===== src/sad_pkg.sv =====
// Package for the stereo audio converter datapath: constants, types and coding helpers.
// Assumes a single 125 MHz clock domain and no software-visible registers.
// Functional notes
// - Two independent channels, left and right, each with its own sample stream.
// - Each channel queues up to four samples, consumed in order, one per period.
// - An empty queue at sample time makes the channel use the default sample.
// - Each channel is up-sampled by 256, inserting points between supplied samples.
// - Interpolation filtering pushes quantisation noise above the 20 kHz pass band.
// - Interpolated samples feed a second-order delta-sigma modulator giving one bit.
// - A 128-tap reconstruction filter turns the bit stream into a differential output.
// - A user sample clock sets the rate, at most 100 thousand samples per second.
// - Samples are 16 bits, written by processor or DMA transfers.
// - Format select chooses unsigned or two's-complement input coding.
package sad_pkg;
  localparam int SAMPLE_W = 16;
  localparam int FIFO_DEPTH = 4;
  localparam int PTR_W = 2;
  localparam int CNT_W = 3;
  localparam int OSR = 256;
  localparam int OSR_W = 8;
  localparam int TAPS = 128;
  localparam int TAP_W = 7;
  localparam int ACC_W = 24;
  localparam int REF_HZ = 125000000;
  localparam int MAX_RATE_SPS = 100000;
  // Shortest legal sample period in reference cycles (rounded up).
  localparam int MIN_PERIOD_CYC = (REF_HZ + MAX_RATE_SPS - 1) / MAX_RATE_SPS;
  // Reference cycles per interpolation step, so that 256 steps fit in the shortest period.
  localparam int STEP_DIV = MIN_PERIOD_CYC / OSR;
  // Modulator integrator limit, and the filter count at which the output calls a majority.
  localparam int ACC_MAX = (1 << (ACC_W - 1)) - 1;
  localparam int TAP_HALF = TAPS / 2;
  localparam int PASS_BAND_HZ = 20000;
  localparam logic [SAMPLE_W-1:0] MIDPOINT_CODE = 16'h8000;
  localparam logic [SAMPLE_W-1:0] DEFAULT_RST = 16'h0000;
  localparam logic FORMAT_UNSIGNED = 1'b0;
  localparam logic FORMAT_SIGNED = 1'b1;

  typedef enum logic {SAD_LEFT, SAD_RIGHT} sad_chan_t;

  typedef struct packed {
    logic [SAMPLE_W-1:0] data;
    logic valid;
  } sad_sample_t;

  typedef struct packed {
    logic pos;
    logic neg;
  } sad_diff_t;

  // Converts either input coding to a signed value around zero.
  function automatic logic signed [SAMPLE_W-1:0] sad_to_signed(input logic [SAMPLE_W-1:0] code,
                                                                input logic fmt);
    sad_to_signed = (fmt == FORMAT_SIGNED) ? code : (code ^ MIDPOINT_CODE);
  endfunction : sad_to_signed
endpackage : sad_pkg


===== src/sad_top.sv =====
// Stereo audio converter datapath: sample queues, default substitution, 256x interpolation,
// second-order delta-sigma modulation and a 128-tap bit-stream reconstruction filter.
// Assumes writers and sample ticks are synchronous to ref_clk; the sample tick must not
// come faster than the 100 ksps limit, and software preloads a safe default sample.
`timescale 1ns/1ps
module sad_top (
  input wire logic ref_clk, // 125 MHz clock
  input wire logic rst, // Asynchronous reset, active high
  input wire logic clk_en, // Freezes all state while low
  input wire logic sample_tick, // User sample clock, one pulse per sample period
  input wire logic sample_format_select, // 1 = two's complement, 0 = unsigned
  input wire logic [sad_pkg::SAMPLE_W-1:0] default_sample_register, // Sample used on empty queue
  input wire sad_pkg::sad_sample_t wr_left, // Left channel write from CPU or DMA
  input wire sad_pkg::sad_sample_t wr_right, // Right channel write from CPU or DMA
  output sad_pkg::sad_diff_t out_left, // Left differential output bits
  output sad_pkg::sad_diff_t out_right, // Right differential output bits
  output logic [1:0] fifo_ready, // Queue not full, per channel
  output logic [1:0] used_default // Default substituted at last tick, per channel
);
  import sad_pkg::*;

  sad_sample_t wr [2];
  assign wr[0] = wr_left;
  assign wr[1] = wr_right;

  // ****************************************
  // Up-sample step timing
  // ****************************************
  // Up-sample phase shared by both channels; a sub-step advances on a fixed divider so the
  // 256 interpolated points of a period fit inside the shortest legal sample period.
  localparam logic [2:0] STEP_LAST = 3'(STEP_DIV - 1);
  logic [2:0] div_reg;
  logic step;
  logic [OSR_W:0] phase_reg;
  logic ramp;
  assign step = (div_reg == STEP_LAST);
  assign ramp = step && !phase_reg[OSR_W];
  always_ff @(posedge ref_clk or posedge rst)
  begin
    if (rst)
      div_reg <= 3'h0;
    else if (clk_en)
      div_reg <= (step || sample_tick) ? 3'h0 : div_reg + 3'h1;
  end

  // A slow sample clock leaves more steps in a period than there are interpolated points;
  // the ramp stops after the last point so the value rests on the new sample, not past it.
  always_ff @(posedge ref_clk or posedge rst)
  begin
    if (rst)
      phase_reg <= '0;
    else if (clk_en)
    begin
      if (sample_tick)
        phase_reg <= '0;
      else if (ramp)
        phase_reg <= phase_reg + (OSR_W+1)'(1);
    end
  end

  // Clamps a wide modulator sum into the accumulator range. A second-order loop driven at full
  // scale drifts without bound, and a wrapped integrator would flip the output bit.
  function automatic logic signed [ACC_W-1:0] acc_clamp(input logic signed [ACC_W+1:0] v);
    if (v > (ACC_W+2)'(ACC_MAX))
      acc_clamp = ACC_W'(ACC_MAX);
    else if (v < -(ACC_W+2)'(ACC_MAX))
      acc_clamp = -ACC_W'(ACC_MAX);
    else
      acc_clamp = ACC_W'(v);
  endfunction : acc_clamp

  // ****************************************
  // Per-channel pipeline
  // ****************************************
  generate
    for (genvar c = 0; c < 2; c++)
    begin : g_chan
      logic [SAMPLE_W-1:0] mem [FIFO_DEPTH];
      logic [PTR_W-1:0] wp_reg, rp_reg;
      logic [CNT_W-1:0] cnt_reg;
      logic push, pop;
      logic signed [SAMPLE_W-1:0] cur_reg, prev_reg, sel;
      logic signed [SAMPLE_W+OSR_W:0] interp_reg, delta;
      logic signed [ACC_W-1:0] i1_reg, i2_reg, fb;
      logic bit_reg;
      logic [TAPS-1:0] taps_reg;
      logic [TAP_W:0] ones_reg;
      sad_diff_t d_reg;
      logic dflt_reg;
      logic rdy_reg;

      assign push = wr[c].valid && (cnt_reg != CNT_W'(FIFO_DEPTH));
      assign pop = sample_tick && (cnt_reg != 3'h0);
      assign sel = (cnt_reg != 3'h0) ? sad_to_signed(mem[rp_reg], sample_format_select)
                   : sad_to_signed(default_sample_register, sample_format_select);

      // ****************************************
      // Sample queue
      // ****************************************
      always_ff @(posedge ref_clk)
      begin
        if (clk_en && push)
          mem[wp_reg] <= wr[c].data;
      end

      // Queue pointers; a write landing on an empty queue is seen at the next tick.
      always_ff @(posedge ref_clk or posedge rst)
      begin
        if (rst)
        begin
          wp_reg <= 2'h0;
          rp_reg <= 2'h0;
          cnt_reg <= 3'h0;
        end
        else if (clk_en)
        begin
          if (push)
            wp_reg <= wp_reg + 2'h1;
          if (pop)
            rp_reg <= rp_reg + 2'h1;
          cnt_reg <= cnt_reg + CNT_W'(push) - CNT_W'(pop);
        end
      end

      // ****************************************
      // Sample capture
      // ****************************************
      // Sample capture at each tick, with the default repeating while the queue is empty.
      always_ff @(posedge ref_clk or posedge rst)
      begin
        if (rst)
        begin
          cur_reg <= '0;
          prev_reg <= '0;
          dflt_reg <= 1'b0;
        end
        else if (clk_en && sample_tick)
        begin
          prev_reg <= cur_reg;
          cur_reg <= sel;
          dflt_reg <= (cnt_reg == 3'h0);
        end
      end

      // ****************************************
      // Interpolator
      // ****************************************
      // Linear interpolation: each step adds 1/256 of the difference, scaled by 256.
      // Linear hold-off plus the modulator's noise shaping keeps noise above the pass band.
      assign delta = (SAMPLE_W + OSR_W + 1)'(cur_reg) - (SAMPLE_W + OSR_W + 1)'(prev_reg);
      always_ff @(posedge ref_clk or posedge rst)
      begin
        if (rst)
          interp_reg <= '0;
        else if (clk_en)
        begin
          if (sample_tick)
            interp_reg <= (SAMPLE_W + OSR_W + 1)'(cur_reg) <<< OSR_W;
          else if (ramp)
            interp_reg <= interp_reg + delta;
        end
      end

      // ****************************************
      // Modulator
      // ****************************************
      // Second-order error-feedback modulator on the top 16 bits of the interpolated value.
      assign fb = bit_reg ? ACC_W'(32767) : -ACC_W'(32768);
      always_ff @(posedge ref_clk or posedge rst)
      begin
        if (rst)
        begin
          i1_reg <= '0;
          i2_reg <= '0;
          bit_reg <= 1'b0;
        end
        else if (clk_en && step)
        begin
          i1_reg <= acc_clamp((ACC_W+2)'(i1_reg) + (ACC_W+2)'(interp_reg >>> OSR_W) - (ACC_W+2)'(fb));
          i2_reg <= acc_clamp((ACC_W+2)'(i2_reg) + (ACC_W+2)'(i1_reg) - (ACC_W+2)'(fb));
          bit_reg <= ~i2_reg[ACC_W-1];
        end
      end

      // ****************************************
      // Reconstruction filter
      // ****************************************
      // Boxcar FIR over the last 128 bits; a running count avoids a 128-input adder.
      always_ff @(posedge ref_clk or posedge rst)
      begin
        if (rst)
        begin
          taps_reg <= '0;
          ones_reg <= '0;
        end
        else if (clk_en && step)
        begin
          taps_reg <= {taps_reg[TAPS-2:0], bit_reg};
          ones_reg <= ones_reg + (TAP_W+1)'(bit_reg) - (TAP_W+1)'(taps_reg[TAPS-1]);
        end
      end

      // ****************************************
      // Outputs
      // ****************************************
      // Differential output: majority of the tap window drives pos, its complement neg.
      always_ff @(posedge ref_clk or posedge rst)
      begin
        if (rst)
          d_reg <= '{pos: 1'b0, neg: 1'b1};
        else if (clk_en)
          d_reg <= '{pos: (ones_reg >= (TAP_W+1)'(TAP_HALF)), neg: (ones_reg < (TAP_W+1)'(TAP_HALF))};
      end

      // Room flag from the count this edge leaves, so a writer never sees a stale free slot.
      always_ff @(posedge ref_clk or posedge rst)
      begin
        if (rst)
          rdy_reg <= 1'b0;
        else if (clk_en)
          rdy_reg <= (cnt_reg + CNT_W'(push) - CNT_W'(pop)) != CNT_W'(FIFO_DEPTH);
      end
    end
  endgenerate

  // Each output comes straight from its channel's flip-flops.
  assign out_left = g_chan[0].d_reg;
  assign out_right = g_chan[1].d_reg;
  assign fifo_ready = {g_chan[1].rdy_reg, g_chan[0].rdy_reg};
  assign used_default = {g_chan[1].dflt_reg, g_chan[0].dflt_reg};
endmodule : sad_top


===== config.mk =====
export PLATFORM = sky130hd
export DESIGN_NAME = sad_top
export DESIGN_NICKNAME = d
export VERILOG_FILES = /design/src/sad_pkg.sv /design/src/sad_top.sv
export SDC_FILE = /design/constraint.sdc
export NUM_CORES = 2
export LEC_CHECK = 0
export ABC_AREA = 1
export ABC_CLOCK_PERIOD_IN_PS = 21300
export BUFFER_PORTS_ARGS = -buffer_cell sky130_fd_sc_hd__buf_2
export CORE_UTILIZATION = 57
export DETAILED_ROUTE_END_ITERATION = 10
export PLACE_DENSITY = 0.73
export SYNTH_ARGS = -nofsm -noshare
export SYNTH_HDL_FRONTEND = slang
export SYNTH_SLANG_ARGS = --single-unit

===== constraint.sdc =====
create_clock -name ref_clk -period 21.3 [get_ports ref_clk]
set_input_delay 2.13 -clock ref_clk [delete_from_list [all_inputs] [get_ports ref_clk]]
set_output_delay 2.13 -clock ref_clk [all_outputs]
set_load 0.01 [all_outputs]

==> results.md <==
* Buffers and inverters on the worst path at 4
* Share of cells above drive strength 1 at 0.0552
* Critical path's slowest cell: buf_4
* Final Skew at 47.9 ps
* Register area share after synthesis at 0.421
* Clk_lat worst skew at just over 600 ps
* Synth top area cells: dfrtp_1, nand2_1, edfxtp_1
* Clk pin slew, worst setup/hold paths at 60 ps
* WS Path Type: register to register
* Clock buffer depth at 3
* Hold WC Path Type: register to register
* Yosys top cell by area: dfrtp_1
* Fin crit share at 0.224
* Antenna-violating nets left at 0
* WL/cell at between 15 and 20 µm
* Req. time, crit path at about 22,000 ps
* Fin crit period at ~4800 ps
* Post-synth top cells: nand2_1, inv_1, o21ai_0
* Dpl cell area at roughly 41,000 µm²
* Vias in the first global route at 30,900
* Global-route wire length before repair at 154,000 µm
* Max-cap viol count at 0
* RSZ-0062 raised after global routing: false
* Syn. warnings at 0
* Fin. max-slew vios at 0
* Cell with the most instances after synthesis: nand2_1
* Relative slew margins at 0.262
* CTS Buf Count at 71
* DPL Wire Length at 65,800 µm
* Root Buffer: clkbuf_16
* # H-tree levels at 3
* Initial Utilization at 0.580
* Area grow syn2layout at 8.83%
* Gr ovfl total at 0
* Fin Hold WS at 465 ps
* # Post-CTS Setup Buffers at 0
* Top_reg_cell synth: dfrtp_1
* CORE AREA at 68,900 µm²
* I/O pins at 63
* Final GP Congestion at 0.935
* Setup_tns at 0 ps
* CP cell instances: buf_4 -> inv_1 -> fa_1 -> inv_1 -> fa_1 -> inv_1 -> nand2_1 -> nand2_1 -> nand3_1 -> nand2_1 -> nand2_1 -> nand2_1 -> nand3_1 -> nand2_1 -> nand2_1 -> nand2_1 -> nand2_1 -> nand2_1 -> nand2_1 -> o21ai_0 -> nand2_1
* Area of the die at ~70,000 µm²
* Ys async rst share at 0.802
* Pin count of the biggest net entering global routing at roughly 180
* Sink Count at 646
* Number of synthesized flops with an enable pin at around 130
* Worst slew pin tran at 1110 ps
* Syn Area/Cell at 7.91 µm²
* Synthesized Nets at 5,446
* Crit path largest cell delay at 630 ps
* Drt drc at 0
* Drt first pass iters at 6
* Total inserted antenna cells at 0
* Finished Cell Area at roughly 43,000 µm²
* Critical Path Most Common Cell: nand2_1
* Post-Route WL at 91,500 µm
* Crit path max-delay family: simple AND/OR/NAND/NOR gates
* Post-synth top area share at 0.323
* Post-CTS Resized at 0
* CTS Hold Buffers Added at 0
* Max reg flops at 256
* Critical path capture point type: register
* PortBufs at 62
* Critical Path Source Type: register
* Syn Inst Count at a little over 5,000
* CP max FO at 38
* Fmax at 210 MHz
* Cell row count at 96
* Final #Nets at 5,446
* # setup viols final at 0
* Hold Fails Final Rpt at 0
* GR Util All Layers at 0.265
* Layout fillers at about 6,000
* Critical Path AT at 5250 ps
* Yosys cell types at 53
* FF+latch count, synth at 646
* Status: finished clean
* DR vias at 31,900
* Initial DRC Count at 2,618
* Avg Vias per Cell at ~5.3
* Die Wd at 267 µm
* CTS tree: done
* Syn Std Cell Area at 40,000 µm²
* DIE HEIGHT at 267 µm
* Antenna violations before repair at 1
## per-stage QoR
stage	setup slack, ps	std cells	utilization
6_report	16540	6036	0.631
5_1_grt	16100	6036	0.631
4_1_cts	16600	6036	0.631
3_5_place_dp	15990	5910	0.594
3_3_place_gp	16080	5910	0.594
2_1_floorplan	4700	5052	-
## final cells by class
type                       count  area (µm²)  share of cell area
timing repair buffer          82         473              0.0109
sequential                   646       16800               0.387
clock inverter                28         484              0.0111
multi-input combinational   3315       19000               0.437
clock buffer                  98        2020              0.0464
tap                          931        1160              0.0268
inverter                     936        3530              0.0811
## final timing paths
path	from	endpoint	slack, ps	depth (start not counted)
setup / recovery	g_chan[0].bit_reg	g_chan[0].i2_reg[17]	16540	21
hold / removal	out_left[0]	out_left[0]	470	2
setup reg to reg	g_chan[0].bit_reg	g_chan[0].i2_reg[17]	16540	21
hold reg to reg	out_left[0]	out_left[0]	470	2
max in group asynchronous	rst	g_chan[1].interp_reg[6]	18050	3
min in group asynchronous	rst	g_chan[1].wp_reg[1]	1660	2
## per-layer routing
layer,vias up,share of wire,global-route usage
met3,131,0.055,0.0377
met4,2,0.021,0.0722
met2,761,0.46,0.426
li1,16000,-,-
met5,-,0.00014,0
met1,15000,0.46,0.377
## worst register-to-register path: cells and delay by family, from the launching register on
| kind | cells | cell delay [ps] |
|---|---|---|
| fa+ha+maj | 2 | 1040 |
| compound gates | 1 | 250 |
| buf+inv | 4 | 1130 |
| simple gates | 14 | 1660 |
| flops | 1 | 560 |
## placed cells by master (no fill, tap or decap), drive strengths merged, types with 4 or more instances in the layout
master / count
nand4: 35
a22oi: 5
nor2: 349
clkinv: 23
a31oi: 7
buf: 82
ha: 191
inv: 931
fa: 148
dfrtp: 516
clkbuf: 98
or2: 8
nand3b: 12
nand3: 228
xnor2: 17
a21o: 13
nor3: 44
o22ai: 77
nand2: 1292
edfxtp: 128
o211ai: 15
a21oi: 199
bufinv: 9
xor2: 38
o21bai: 13
o31ai: 4
o21ai: 598
a211oi: 5
## cell families after synthesis
| group | synth area share |
|---|---|
| AND/OR/NAND/NOR | 0.202 |
| buffers and inverters | 0.105 |
| AO/OA/AOI/OAI | 0.126 |
| flip-flops | 0.421 |
| adder cells (fa/ha/maj) | 0.134 |
| XOR/XNOR | 0.0124 |
Power is not shown: default switching activity piles up to over one toggle a cycle in this logic, so the estimate is an artifact.
